### src/hw/ics_params.svh
/*
 * Constants of the interrupt context stack: register offsets, field
 * positions, reset values, vector numbers and sizes.
 * Assumes it is included once per compilation unit by its bare name.
 */
// Function
// - Four active-low maskable external requests plus one nonmaskable request input.
// - Serial port, timer and software, trap, nonmaskable instructions raise interrupts.
// - Software interrupt instruction reaches any of 32 vectors by its number.
// - Vectors 0 to 19 reserved for hardware; 20 to 31 free for users.
// - Taking an interrupt pushes the program counter on the shared 8-entry stack.
// - Entry copies eleven core registers into one-deep shadow copies.
// - Shadow copies leave out the global mask bit and external flag bit.
// - Taking any interrupt sets the global mask, blocking maskable requests.
// - Working registers keep their values after the save; handler sees them.
// - Either return-from-interrupt copies every shadow back to its register.
// - Return-from-interrupt also pops the stack top into the program counter.
// - Push and pop move a value between accumulator and stack top.
// - Memory push and pop move a word between data memory and stack top.
// - Reset clears all pending flags and sets the global mask.
// - Reset clears the vector pointer field, putting vectors at address zero.
`ifndef ICS_PARAMS_SVH
`define ICS_PARAMS_SVH

// Register byte offsets
`define ICS_OFS_MASK      8'h00
`define ICS_OFS_FLAGS     8'h04
`define ICS_OFS_STATUS    8'h08
`define ICS_OFS_VECPTR    8'h0C

// Reset values
`define ICS_RST_MASK      9'h000
`define ICS_RST_VECPTR    5'h00

// Field positions in the status word read back
`define ICS_STAT_GLOBAL_IRQ_MASK     0
`define ICS_STAT_NMI      1
`define ICS_STAT_DEPTH_LO 4

// Field positions inside the core status words
`define ICS_ST0_GLOBAL_IRQ_MASK_BIT  9
`define ICS_ST1_XF_BIT    4

// Vector numbers of the hardware sources
`define ICS_VEC_FIRST_HW  5'h01
`define ICS_VEC_TRAP      5'h11
`define ICS_VEC_NMI       5'h12
`define ICS_VEC_RESERVED  20
`define ICS_NUM_VECTORS   32

// Sizes
`define ICS_NUM_MASKABLE  9
`define ICS_STACK_DEPTH   8
`define ICS_NUM_SHADOWS   11

`endif

### src/hw/ics_pkg.sv
/*
 * Types shared by the interrupt context stack.
 * Assumes nothing beyond a SystemVerilog compiler.
 */
package ics_pkg;

    // One stack action per cycle, one-hot coded
    typedef enum logic [4:0] {
        ICS_STK_IDLE = 5'b0_0001,
        ICS_STK_PUSH = 5'b0_0010,
        ICS_STK_POP  = 5'b0_0100,
        ICS_STK_PEEK = 5'b0_1000,
        ICS_STK_TAKE = 5'b1_0000
    } ics_stk_op_t;

endpackage : ics_pkg

### src/hw/ics_core.sv
/*
 * Interrupt entry and exit for a 16-bit signal-processor core: request
 * flags, arbitration, the eight-entry return stack, the one-deep shadow
 * copies and the global interrupt mask, plus a small register port.
 * Assumes the core pulses at most one instruction strobe per cycle and
 * that all inputs are synchronous to mclk.
 */
// Strobed register access and the address map were left to the implementer.
`timescale 1ns/1ps
`include "ics_params.svh"

module ics_core
    import ics_pkg::*;
#(
    parameter int STACK_DEPTH = `ICS_STACK_DEPTH,
    parameter int NUM_MASK    = `ICS_NUM_MASKABLE
) (
    input  wire logic        mclk,
    input  wire logic        nrst,
    // Request inputs
    input  wire logic [3:0]  ext_irq_n,
    input  wire logic        nmi_n,
    input  wire logic [4:0]  periph_irq,
    // Instruction strobes from the core
    input  wire logic        soft_interrupt_instr,
    input  wire logic [4:0]  soft_vec,
    input  wire logic        trap_instr,
    input  wire logic        nmi_trigger_instr,
    input  wire logic        return_restore_instr,
    input  wire logic        return_restore_enable_instr,
    input  wire logic        call_instr,
    input  wire logic        ret_instr,
    input  wire logic        push_acc_instr,
    input  wire logic        pop_acc_instr,
    input  wire logic        push_from_memory_instr,
    input  wire logic        pop_to_memory_instr,
    input  wire logic        set_mask_instr,
    input  wire logic        clr_mask_instr,
    input  wire logic [15:0] push_value,
    input  wire logic [15:0] mem_rdata,
    // Live core state
    input  wire logic [15:0] cur_pc,
    input  wire logic [31:0] cur_acc,
    input  wire logic [31:0] cur_accum_buffer,
    input  wire logic [15:0] cur_aux_compare_reg,
    input  wire logic [15:0] cur_index_reg,
    input  wire logic [15:0] cur_mode_status_reg,
    input  wire logic [31:0] cur_product_reg,
    input  wire logic [15:0] cur_status_word_zero,
    input  wire logic [15:0] cur_status_word_one,
    input  wire logic [15:0] cur_mult_temp_reg,
    input  wire logic [15:0] cur_shift_count_reg,
    input  wire logic [15:0] cur_bit_test_reg,
    // Entry and stack results
    output logic             irq_take,
    output logic [15:0]      vector_addr,
    output logic             pc_load,
    output logic             acc_load,
    output logic             mem_write,
    output logic [15:0]      stack_data,
    output logic             global_irq_mask,
    // Context restore
    output logic             restore_valid,
    output logic [31:0]      rst_acc,
    output logic [31:0]      rst_accum_buffer,
    output logic [15:0]      rst_aux_compare_reg,
    output logic [15:0]      rst_index_reg,
    output logic [15:0]      rst_mode_status_reg,
    output logic [31:0]      rst_product_reg,
    output logic [15:0]      rst_status_word_zero,
    output logic [15:0]      rst_status_word_one,
    output logic [15:0]      rst_mult_temp_reg,
    output logic [15:0]      rst_shift_count_reg,
    output logic [15:0]      rst_bit_test_reg,
    // Register port
    input  wire logic [7:0]  reg_addr,
    input  wire logic [31:0] reg_wdata,
    input  wire logic        reg_wr,
    input  wire logic        reg_rd,
    output logic [31:0]      reg_rdata
);

    localparam int SPW = $clog2(STACK_DEPTH);

    logic [3:0]          ext_prev_q;
    logic                nmi_prev_q;
    logic [NUM_MASK-1:0] flags_q;
    logic [NUM_MASK-1:0] mask_q;
    logic                nmi_pend_q;
    logic                global_irq_mask_q;
    logic [4:0]          vecptr_q;
    logic [15:0]         stk_q [STACK_DEPTH];
    logic [SPW-1:0]      sp_q;
    logic [SPW:0]        depth_q;
    logic [31:0]         sh_q [`ICS_NUM_SHADOWS];
    logic [31:0]         ctx_w [`ICS_NUM_SHADOWS];
    logic [NUM_MASK-1:0] flag_set_w;
    logic [NUM_MASK-1:0] flag_clr_w;
    logic [NUM_MASK-1:0] ready_w;
    logic                any_instr_w;
    logic                take_w;
    logic                take_nmi_w;
    logic [4:0]          take_vec_w;
    logic [3:0]          take_idx_w;
    logic                ret_any_w;
    logic                push_w;
    logic                pop_w;
    logic [15:0]         push_val_w;
    ics_stk_op_t         op_w;

    // Lowest set bit wins, so lower vector numbers have priority
    function automatic logic [3:0] ics_first_set(
        input logic [NUM_MASK-1:0] v
    );
        logic [3:0] idx;
        idx = 4'h0;
        for (int i = NUM_MASK - 1; i >= 0; i--) begin
            if (v[i]) begin
                idx = 4'(i);
            end
        end
        return idx;
    endfunction : ics_first_set

    // Bit mask of one position, used for flag clears
    function automatic logic [NUM_MASK-1:0] ics_onehot(input logic [3:0] i);
        return NUM_MASK'(1) << i;
    endfunction : ics_onehot

    // Source order of flags: ext 1..3, timer, rx, tx, tdm rx, tdm tx, ext 4
    assign flag_set_w = {~ext_irq_n[3] & ext_prev_q[3], periph_irq,
                         ~ext_irq_n[2:0] & ext_prev_q[2:0]};
    assign ready_w    = flags_q & mask_q;

    // Instructions other than mask set and clear hold off hardware entry for their own cycle
    assign any_instr_w = soft_interrupt_instr | trap_instr
                       | nmi_trigger_instr | return_restore_instr
                       | return_restore_enable_instr | call_instr
                       | ret_instr | push_acc_instr | pop_acc_instr
                       | push_from_memory_instr | pop_to_memory_instr;
    assign ret_any_w   = return_restore_instr
                       | return_restore_enable_instr;

    // Arbitration: instructions, then nonmaskable, then masked flags
    always_comb begin
        take_idx_w = ics_first_set(ready_w);
        take_nmi_w = 1'b0;
        take_w     = 1'b1;
        take_vec_w = 5'h00;
        if (soft_interrupt_instr) begin
            take_vec_w = soft_vec;
        end else if (trap_instr) begin
            take_vec_w = `ICS_VEC_TRAP;
        end else if (nmi_trigger_instr) begin
            take_vec_w = `ICS_VEC_NMI;
        end else if (any_instr_w) begin
            take_w = 1'b0;
        end else if (nmi_pend_q) begin
            take_nmi_w = 1'b1;
            take_vec_w = `ICS_VEC_NMI;
        end else if (|ready_w && !global_irq_mask_q) begin
            take_vec_w = `ICS_VEC_FIRST_HW + 5'(take_idx_w);
        end else begin
            take_w = 1'b0;
        end
    end

    // Flags taken by hardware entry are cleared in the commit cycle
    assign flag_clr_w = (take_w && !any_instr_w && !take_nmi_w)
                      ? ics_onehot(take_idx_w) : '0;

    // Stack action selection; one source at a time
    always_comb begin
        push_w     = 1'b0;
        pop_w      = 1'b0;
        push_val_w = cur_pc;
        op_w       = ICS_STK_IDLE;
        if (take_w) begin
            op_w = ICS_STK_TAKE;
        end else if (call_instr) begin
            op_w = ICS_STK_PUSH;
        end else if (push_acc_instr) begin
            op_w       = ICS_STK_PUSH;
            push_val_w = push_value;
        end else if (push_from_memory_instr) begin
            op_w       = ICS_STK_PUSH;
            push_val_w = mem_rdata;
        end else if (ret_instr || ret_any_w) begin
            op_w = ICS_STK_POP;
        end else if (pop_acc_instr || pop_to_memory_instr) begin
            op_w = ICS_STK_PEEK;
        end
        case (op_w)
            ICS_STK_TAKE: push_w = 1'b1;
            ICS_STK_PUSH: push_w = 1'b1;
            ICS_STK_POP:  pop_w  = 1'b1;
            ICS_STK_PEEK: pop_w  = 1'b1;
            default:      pop_w  = 1'b0;
        endcase
    end

    // Live context gathered for the shadow save
    assign ctx_w[0]  = cur_acc;
    assign ctx_w[1]  = cur_accum_buffer;
    assign ctx_w[2]  = {16'h0000, cur_aux_compare_reg};
    assign ctx_w[3]  = {16'h0000, cur_index_reg};
    assign ctx_w[4]  = {16'h0000, cur_mode_status_reg};
    assign ctx_w[5]  = cur_product_reg;
    assign ctx_w[6]  = {16'h0000, cur_status_word_zero
                        & ~(16'h0001 << `ICS_ST0_GLOBAL_IRQ_MASK_BIT)};
    assign ctx_w[7]  = {16'h0000, cur_status_word_one
                        & ~(16'h0001 << `ICS_ST1_XF_BIT)};
    assign ctx_w[8]  = {16'h0000, cur_mult_temp_reg};
    assign ctx_w[9]  = {16'h0000, cur_shift_count_reg};
    assign ctx_w[10] = {16'h0000, cur_bit_test_reg};

    // Falling-edge detectors; idle high so a low at reset release counts
    always_ff @(posedge mclk or negedge nrst) begin
        if (!nrst) begin
            ext_prev_q <= 4'hF;
            nmi_prev_q <= 1'b1;
        end else begin
            ext_prev_q <= ext_irq_n;
            nmi_prev_q <= nmi_n;
        end
    end

    // Pending flags: a new edge beats any clear in the same cycle
    always_ff @(posedge mclk or negedge nrst) begin
        if (!nrst) begin
            flags_q    <= '0;
            nmi_pend_q <= 1'b0;
        end else begin
            flags_q <= (flags_q & ~flag_clr_w
                        & ~((reg_wr && reg_addr == `ICS_OFS_FLAGS)
                            ? reg_wdata[NUM_MASK-1:0] : '0))
                     | flag_set_w;
            if (!nmi_n && nmi_prev_q) begin
                nmi_pend_q <= 1'b1;
            end else if (take_nmi_w) begin
                nmi_pend_q <= 1'b0;
            end
        end
    end

    // Global mask: entry sets it, enabling return clears it
    always_ff @(posedge mclk or negedge nrst) begin
        if (!nrst) begin
            global_irq_mask_q <= 1'b1;
        end else if (take_w) begin
            global_irq_mask_q <= 1'b1;
        end else if (return_restore_enable_instr || clr_mask_instr) begin
            global_irq_mask_q <= 1'b0;
        end else if (set_mask_instr) begin
            global_irq_mask_q <= 1'b1;
        end
    end

    // Return stack by index; an overflow overwrites the oldest entry
    always_ff @(posedge mclk or negedge nrst) begin
        if (!nrst) begin
            sp_q    <= '0;
            depth_q <= '0;
            for (int i = 0; i < STACK_DEPTH; i++) begin
                stk_q[i] <= 16'h0000;
            end
        end else if (push_w) begin
            sp_q        <= sp_q + 1'b1;
            stk_q[SPW'(sp_q + 1'b1)] <= push_val_w;
            if (depth_q != (SPW+1)'(STACK_DEPTH)) begin
                depth_q <= depth_q + 1'b1;
            end
        end else if (pop_w) begin
            sp_q <= sp_q - 1'b1;
            if (depth_q != '0) begin
                depth_q <= depth_q - 1'b1;
            end
        end
    end

    // Shadow copies: captured at commit, untouched otherwise
    always_ff @(posedge mclk or negedge nrst) begin
        if (!nrst) begin
            for (int i = 0; i < `ICS_NUM_SHADOWS; i++) begin
                sh_q[i] <= 32'h0000_0000;
            end
        end else if (take_w) begin
            for (int i = 0; i < `ICS_NUM_SHADOWS; i++) begin
                sh_q[i] <= ctx_w[i];
            end
        end
    end

    // Entry and stack results; strobes last one cycle, vector_addr holds until the next entry
    always_ff @(posedge mclk or negedge nrst) begin
        if (!nrst) begin
            irq_take      <= 1'b0;
            vector_addr   <= 16'h0000;
            pc_load       <= 1'b0;
            acc_load      <= 1'b0;
            mem_write     <= 1'b0;
            stack_data    <= 16'h0000;
            restore_valid <= 1'b0;
        end else begin
            irq_take      <= take_w;
            if (take_w) begin
                vector_addr <= {vecptr_q, 5'h00, take_vec_w, 1'b0};
            end
            pc_load       <= (ret_instr || ret_any_w) && !take_w;
            acc_load      <= pop_acc_instr && pop_w;
            mem_write     <= pop_to_memory_instr && pop_w;
            stack_data    <= stk_q[sp_q];
            // Working registers are not touched on entry, only here
            restore_valid <= ret_any_w && !take_w;
        end
    end

    // Software registers: mask and vector pointer field
    always_ff @(posedge mclk or negedge nrst) begin
        if (!nrst) begin
            mask_q   <= `ICS_RST_MASK;
            vecptr_q <= `ICS_RST_VECPTR;
        end else if (reg_wr) begin
            if (reg_addr == `ICS_OFS_MASK) begin
                mask_q <= reg_wdata[NUM_MASK-1:0];
            end else if (reg_addr == `ICS_OFS_VECPTR) begin
                vecptr_q <= reg_wdata[4:0];
            end
        end
    end

    // Read data one cycle after the strobe; unmapped reads give zero
    always_ff @(posedge mclk or negedge nrst) begin
        if (!nrst) begin
            reg_rdata <= 32'h0000_0000;
        end else if (!reg_rd) begin
            reg_rdata <= 32'h0000_0000;
        end else if (reg_addr == `ICS_OFS_MASK) begin
            reg_rdata <= 32'(mask_q);
        end else if (reg_addr == `ICS_OFS_FLAGS) begin
            reg_rdata <= 32'(flags_q);
        end else if (reg_addr == `ICS_OFS_STATUS) begin
            reg_rdata <= 32'({depth_q, 2'b00, nmi_pend_q, global_irq_mask_q});
        end else if (reg_addr == `ICS_OFS_VECPTR) begin
            reg_rdata <= 32'(vecptr_q);
        end else begin
            reg_rdata <= 32'h0000_0000;
        end
    end

    // Restored values come straight from the shadow flops
    assign global_irq_mask      = global_irq_mask_q;
    assign rst_acc              = sh_q[0];
    assign rst_accum_buffer     = sh_q[1];
    assign rst_aux_compare_reg  = sh_q[2][15:0];
    assign rst_index_reg        = sh_q[3][15:0];
    assign rst_mode_status_reg  = sh_q[4][15:0];
    assign rst_product_reg      = sh_q[5];
    assign rst_status_word_zero = sh_q[6][15:0];
    assign rst_status_word_one  = sh_q[7][15:0];
    assign rst_mult_temp_reg    = sh_q[8][15:0];
    assign rst_shift_count_reg  = sh_q[9][15:0];
    assign rst_bit_test_reg     = sh_q[10][15:0];

endmodule : ics_core

### config.mk
export PLATFORM = sky130hd
export DESIGN_NAME = ics_core
export DESIGN_NICKNAME = d
export VERILOG_FILES = /design/src/hw/ics_pkg.sv /design/src/hw/ics_core.sv
export VERILOG_INCLUDE_DIRS = /design/src /design/src/hw
export SDC_FILE = /design/constraint.sdc
export NUM_CORES = 1
export LEC_CHECK = 0
export BUFFER_PORTS_ARGS = -buffer_cell sky130_fd_sc_hd__buf_2
export CAP_MARGIN = 0
export CORE_AREA = 2 2 251 253
export CTS_CLUSTER_DIAMETER = 200
export DETAILED_ROUTE_END_ITERATION = 6
export DIE_AREA = 0 0 253 255
export GPL_TIMING_DRIVEN = 0
export PLACE_DENSITY = 0.52
export SETUP_SLACK_MARGIN = 0.15
export SLEW_MARGIN = 20
export SYNTH_ARGS = -nofsm -noshare
export SYNTH_HDL_FRONTEND = slang
export SYNTH_SLANG_ARGS = --single-unit
### constraint.sdc
create_clock -name mclk -period 3.95 [get_ports mclk]
set_clock_uncertainty 0.2 [all_clocks]
set_input_delay 0.9875 -clock mclk [delete_from_list [all_inputs] [get_ports mclk]]
set_output_delay 0.9875 -clock mclk [all_outputs]
set_load 0.02 [all_outputs]
**Word-level counts from Yosys, hierarchy flattened**

Index checks and enable logic that the tools add are counted.
W data, S select, Z words.

- Bits in registers: 450
- Bits of input ports: 344
- Output and inout bits: 294
- Logic and storage cells: 170

- Add/sub/neg operators: 5
- Order comparisons: 3
- Eq/ne operators: 9
- Shifts and indexed selects: 1
- Mux-type cells: 62
- Bitwise operators: 24
- Reductions and logical operators: 30

Operators with widths:

| operator | count |
|---|---|
| $bwmux W128 | 1 |
| $mux W16 | 7 |
| $mux W4 | 18 |
| $bmux W16 S3 | 1 |
| $demux W16 S3 | 1 |
| $mux W9 | 5 |
| $mux W5 | 8 |
| $and A9 B9 Y9 | 3 |
| $mux W1 | 18 |
| $not A9 Y9 | 2 |
| $eq A8 B4 Y1 const B | 2 |
| $or A1 B1 Y1 | 11 |
| $logic_and A1 B1 Y1 | 10 |
| $or A9 B9 Y9 | 1 |
| $reduce_or A9 Y1 | 1 |
| $shl A1 B4 Y9 const A | 1 |
| $eq A8 B3 Y1 const B | 1 |
| $ge A4 B4 Y1 const B | 2 |
| $logic_not A8 Y1 | 1 |
| $mux W8 | 1 |
| $not A3 Y4 | 2 |
| $mux W3 | 2 |
| $reduce_and A3 Y1 | 2 |
| $reduce_bool A2 Y1 | 3 |
| 22 further kinds | 30 |

**Longest topological paths before layout**

- Depth in word-level cells: 21
- Mapped depth: 12

**Worst setup path before layout**

Ideal clock, no wire load.

- Path kind: in2reg
- Start point: in soft_interrupt_instr
- End point: reg depth_q[3]
- Library setup time: 0.096 ns
- Arrival time: 3.325 ns
- Required time: 3.654 ns
- Path slack: 0.330 ns
- Cell stages on the path: 11
- Path buffers: 2
- Cells stage by stage: clkbuf_1 > nor3_2 > nand2_1 > o41ai_4 > buf_4 > ha_1 > a21o_1 > a21oi_1 > o311ai_1 > o21a_1 > o31ai_1

- Cells in the longest elaborated chain, start to end: 20
- Elaborated cells between the ends (all ways): 28
- Classes of those cells: 5 x eq/ne; 8 x mux; 10 x bitwise; 5 x reduce/logical

Ends and longest elaborated chain:

| element | RTL line | source |
|---|---|---|
| from (decl) | ics_core.sv:25 | `input wire logic soft_interrupt_instr,` |
| $or A1 B1 Y1 | ics_core.sv:136 | `assign any_instr_w = soft_interrupt_instr \| trap_instr` |
| $or A1 B1 Y1 (2 in a row) | ics_core.sv:137 | `\| nmi_trigger_instr \| return_restore_instr` |
| $or A1 B1 Y1 (2 in a row) | ics_core.sv:138 | `\| return_restore_enable_instr \| call_instr` |
| $or A1 B1 Y1 (3 in a row) | ics_core.sv:139 | `\| ret_instr \| push_acc_instr \| pop_acc_instr` |
| $or A1 B1 Y1 (2 in a row) | ics_core.sv:140 | `\| push_from_memory_instr \| pop_to_memory_instr;` |
| $mux W1 | ics_core.sv:156 | `end else if (any_instr_w) begin` |
| $mux W1 | ics_core.sv:154 | `end else if (nmi_trigger_instr) begin` |
| $mux W1 | ics_core.sv:152 | `end else if (trap_instr) begin` |
| $mux W1 (*) | ics_core.sv:150 | `if (soft_interrupt_instr) begin` |
| $mux W5 (*) | ics_core.sv:178 | `if (take_w) begin` |
| $eq A5 B2 Y1, or another cell as far along | ics_core.sv:193 | `case (op_w)` |
| $reduce_or A2 Y1 (no line) | - |  |
| $mux W1 | ics_core.sv:193 |  |
| $ne A2 B1 Y1 (no line) / $reduce_bool A2 Y1 (equally long branches) | - |  |
| $reduce_and A3 Y1 (no line) | - |  |
| to (signal assigned) | ics_core.sv:271 | `depth_q <= depth_q + 1'b1;` |
| to (signal assigned) | ics_core.sv:276 | `depth_q <= depth_q - 1'b1;` |
| to (decl) | ics_core.sv:94 | `logic [SPW:0] depth_q;` |

Mark *: on every way between the ends. The rest lies on a longest branch, timed or not.
A chain may end at the register's enable or synchronous reset.

**Worst setup path after layout**

- Start point: in push_from_memory_instr
- End point: reg sh_q (netlist bit rst_mode_status_reg[5])

- Cells in the longest elaborated chain, start to end: 6

Ends and longest elaborated chain:

| element | RTL line | source |
|---|---|---|
| from (decl) | ics_core.sv:35 | `input wire logic push_from_memory_instr,` |
| $or A1 B1 Y1 (2 in a row) | ics_core.sv:140 |  |
| $mux W1 | ics_core.sv:156 |  |
| $mux W1 | ics_core.sv:154 |  |
| $mux W1 | ics_core.sv:152 |  |
| $mux W1 | ics_core.sv:150 |  |
| to (signal, indexed assignment) | ics_core.sv:289 | `sh_q[i] <= ctx_w[i];` |
| to (decl) | ics_core.sv:95 | `` logic [31:0] sh_q [`ICS_NUM_SHADOWS]; `` |

Every way passes these cells.

==> flow_summary_export.csv <==
group,metric,value,unit
route,drtIter0Drc,1027,
route,remaining_drc_errors,0,
logic_synthesis,ys_seq_elements,427,
logic_synthesis,synthesis.area,17990,um2
timing,tightest_slew,1.162,ns
power_and_ir_drop,p_per_area,577.8,nW/um2
logic_synthesis,yosys.cell_types.count,57,
floorplan,num_rows,92,
placed_design,dpl_cell_area,22120,um2
worst_setup_path,path_buf_inv,5,
floorplan,core_area,62160,um2
worst_setup_path,worstPathCellList,"buf_2 > nor3_2 > nand3_1 > o31a_1 > buf_2 > inv_2 > clkbuf_1 > buf_2 > nand2_1 > nand2_1",
global_routing,grt_antenna_before_repair,10,
logic_synthesis,syn-instance-count,1829,
worst_setup_path,crit_top_cell,"buf_2",
final_layout,drive_gt1_share,33.22,%
route,drtAntennaViolNets,0,
route,via_per_inst,4.684,
power_and_ir_drop,pwr-share-clk,34.6,%
final_layout,max_flop_register,"stk_q",
timing,slew_headroom,20.31,%
timing,finalCritPeriodShare,87.24,%
worst_setup_path,r2r_cells,7,
floorplan,initial_core_util,28.94,%
timing,rsz0062_at_grt,"false",
clock_tree,root_buffer,"clkbuf_16",
clock_tree,cts_buffers,51,
logic_synthesis,ys.flop_type,"dfrtp_1",
clock_tree,cts_tree,"built",
final_layout,finalNonFillerCells,3346,
worst_setup_path,reg2reg_from,"sp_q[1]",
final_layout,final_nets,2853,
worst_setup_path,endpoint_kind,"flip-flop",
global_routing,first_global_vias,15564,
clock_tree,h-tree-depth,2,
outcome,outcome,"finished clean",
global_routing,grt_pass1_wl,97.99,mm
clock_tree,clk_latency,0.58,ns
final_layout,area_delta_synth_final,33.02,%
global_routing,track_usage,20.26,%
power_and_ir_drop,p_comb_share,23.4,%
global_routing,grt-ovfl-total,0,
worst_setup_path,cp-start-kind,"input pin",
worst_setup_path,required,4.28,ns
logic_synthesis,seq_area_frac_synth,59.45,%
worst_setup_path,rrSetupSlack,0.63,ns
clock_tree,clk_pin_slew_worst_paths,0.06,ns
route,dr.pass1.iters,5,
run,cap_viol_max_count,0,
worst_setup_path,worstPathArrival,3.77,ns
worst_hold_path,min_path_type,"input pin to asynchronous set/reset pin",
timing,max_freq,290.2,MHz
worst_setup_path,crit_family,"buffers and inverters",
floorplan,io_pins,638,
placed_design,dp_cells,3240,
power_and_ir_drop,p_sw,4337,uW
power_and_ir_drop,p_leak,0.01236,uW
clock_tree,clock-sinks,427,
logic_synthesis,synth.avg_cell_area,9.834,um2
clock_tree,cts_buffer_depth,3,
floorplan,fp.dieH,255,um
clock_tree,hold_buffers,0,
floorplan,dieArea,64520,um2
worst_setup_path,worstSetupPathType,"input pin to flip-flop",
global_routing,grt_max_degree,96,
timing,setup_tns,0,ns
timing,fin_crit,3.446,ns
timing,drv_slew,0,
worst_setup_path,slowest_stage,"clkbuf_1",
final_layout,largest_reg_flops,128,
power_and_ir_drop,pwr-share-seq,42.0,%
timing,setup_viol,0,
final_layout,final_area,23930,um2
placed_design,gp_congestion,0.9146,
timing,finalHoldViolCount,0,
power_and_ir_drop,swShare,31.37,%
power_and_ir_drop,ir_worst_vdd,260.7,uV
route,vias,15674,
logic_synthesis,synth_edf_count,0,
placed_design,port_buffers,578,
worst_setup_path,reg2reg_to,"stk_q[34]",
worst_setup_path,critPathMaxStageDelay,0.46,ns
placed_design,hpwl,52.48,mm
worst_setup_path,cp_max_fo,10,
logic_synthesis,async_flop_share,100.0,%
power_and_ir_drop,internal-power,9487,uW
route,totalWireLength,68.33,mm
floorplan,chipWidth,253,um
logic_synthesis,yosys_warnings,0,
route,wl_per_cell,20.42,um
[stage by stage]
step                total power [uW]  utilization, %  hold slack, ns  worst slack, ns
floorplan                       7785               -          0.2446           0.3297
global placement                8984           35.38          0.2461           -7.030
detailed placement              9113           35.58          0.2498          -0.7395
CTS                            13970           38.41          0.2424           0.1782
global route                   14550           38.47          0.2714           0.3127
finish                         13820           38.49          0.2495           0.5041
[Yosys cell counts, types with 9 or more instances]
master / count / share of area [%]
nand2_1: 815 / 17
dfrtp_1: 421 / 59
nor2_1: 73 / 1.5
o21ai_1: 62 / 1.7
a21oi_1: 52 / 1.4
clkbuf_1: 49 / 1.0
buf_2: 42 / 1.2
o21ai_0: 39 / 1.1
mux2i_1: 38 / 2.1
mux4_2: 35 / 4.4
buf_4: 32 / 1.3
mux2_2: 31 / 1.9
inv_1: 11 / 0.23
ha_1: 10 / 0.70
buf_1: 9 / 0.19
[layer usage]
metal | up-vias | track usage (%) | share of wire, % | wire length [um]
li1 | 7237 | - | - | -
met1 | 7735 | 27.13 | 42 | 28760
met2 | 613 | 32.46 | 47 | 32360
met3 | 83 | 5.746 | 8.8 | 6007
met4 | 6 | 4.954 | 1.7 | 1160
met5 | - | 0 | 0.051 | 35
[layout make-up]
| type | instances | area [um2] |
|---|---|---|
| well taps | 799 | 999.7 |
| clock inverters | 15 | 181.4 |
| inverters | 12 | 45.04 |
| flip-flops and latches | 427 | 10690 |
| plain buffers | 134 | 686.9 |
| repair buffers | 586 | 3055 |
| fillers | 6282 | 38230 |
| diodes | 9 | 22.52 |
| clock buffers | 78 | 1528 |
| multi-input cells | 1286 | 6715 |
[power groups by stage]
stage	clock, uW	combinational (uW)	sequential [uW]
floorplan	0	1690	6090
global placement	0	3160	5830
detailed placement	0	3240	5870
CTS	4910	3250	5810
global route	5100	3540	5920
finish	4780	3230	5810
[repair_timing]
item	4_1_cts	5_1_grt
pin swaps	1	1
setup endpoints to repair	113	106
buffers inserted	2	2
gates resized for setup	6	4
[worst max path at each step]
stage | end | depth (start not counted) | start | slack [ns]
floorplan | depth_q[3] | 11 | soft_interrupt_instr | 0.33
global placement | stack_data[0] | 1 | nrst | -7.03
detailed placement | stk_q[93] | 7 | return_restore_enable_instr | -0.74
CTS | stk_q[20] | 8 | sp_q[1] | 0.18
global route | depth_q[3] | 11 | soft_interrupt_instr | 0.31
finish | rst_mode_status_reg[5] | 10 | push_from_memory_instr | 0.50
[cell usage in the layout (no fill, tap or decap), types with 32 or more instances in the layout]
cell / n
nand2_1: 815
buf_2: 619
dfrtp_1: 421
nor2_1: 73
o21ai_1: 62
clkbuf_1: 60
a21oi_1: 52
clkbuf_16: 51
o21ai_0: 39
mux4_2: 35
buf_4: 35
mux2i_1: 32
[logic make-up after synthesis]
logic type,Yosys count,share of synthesized area [%]
other,1,0.02085
buffers and inverters,146,4.055
and+or+nand+nor,939,20.47
AOI/OAI and AO/OA,196,6.518
DFF,427,59.45
xor gates and xnor gates,5,0.2435
muxes,104,8.438
adders and majority gates,11,0.8069
No activity file was read; power rests on OpenSTA's default activity.
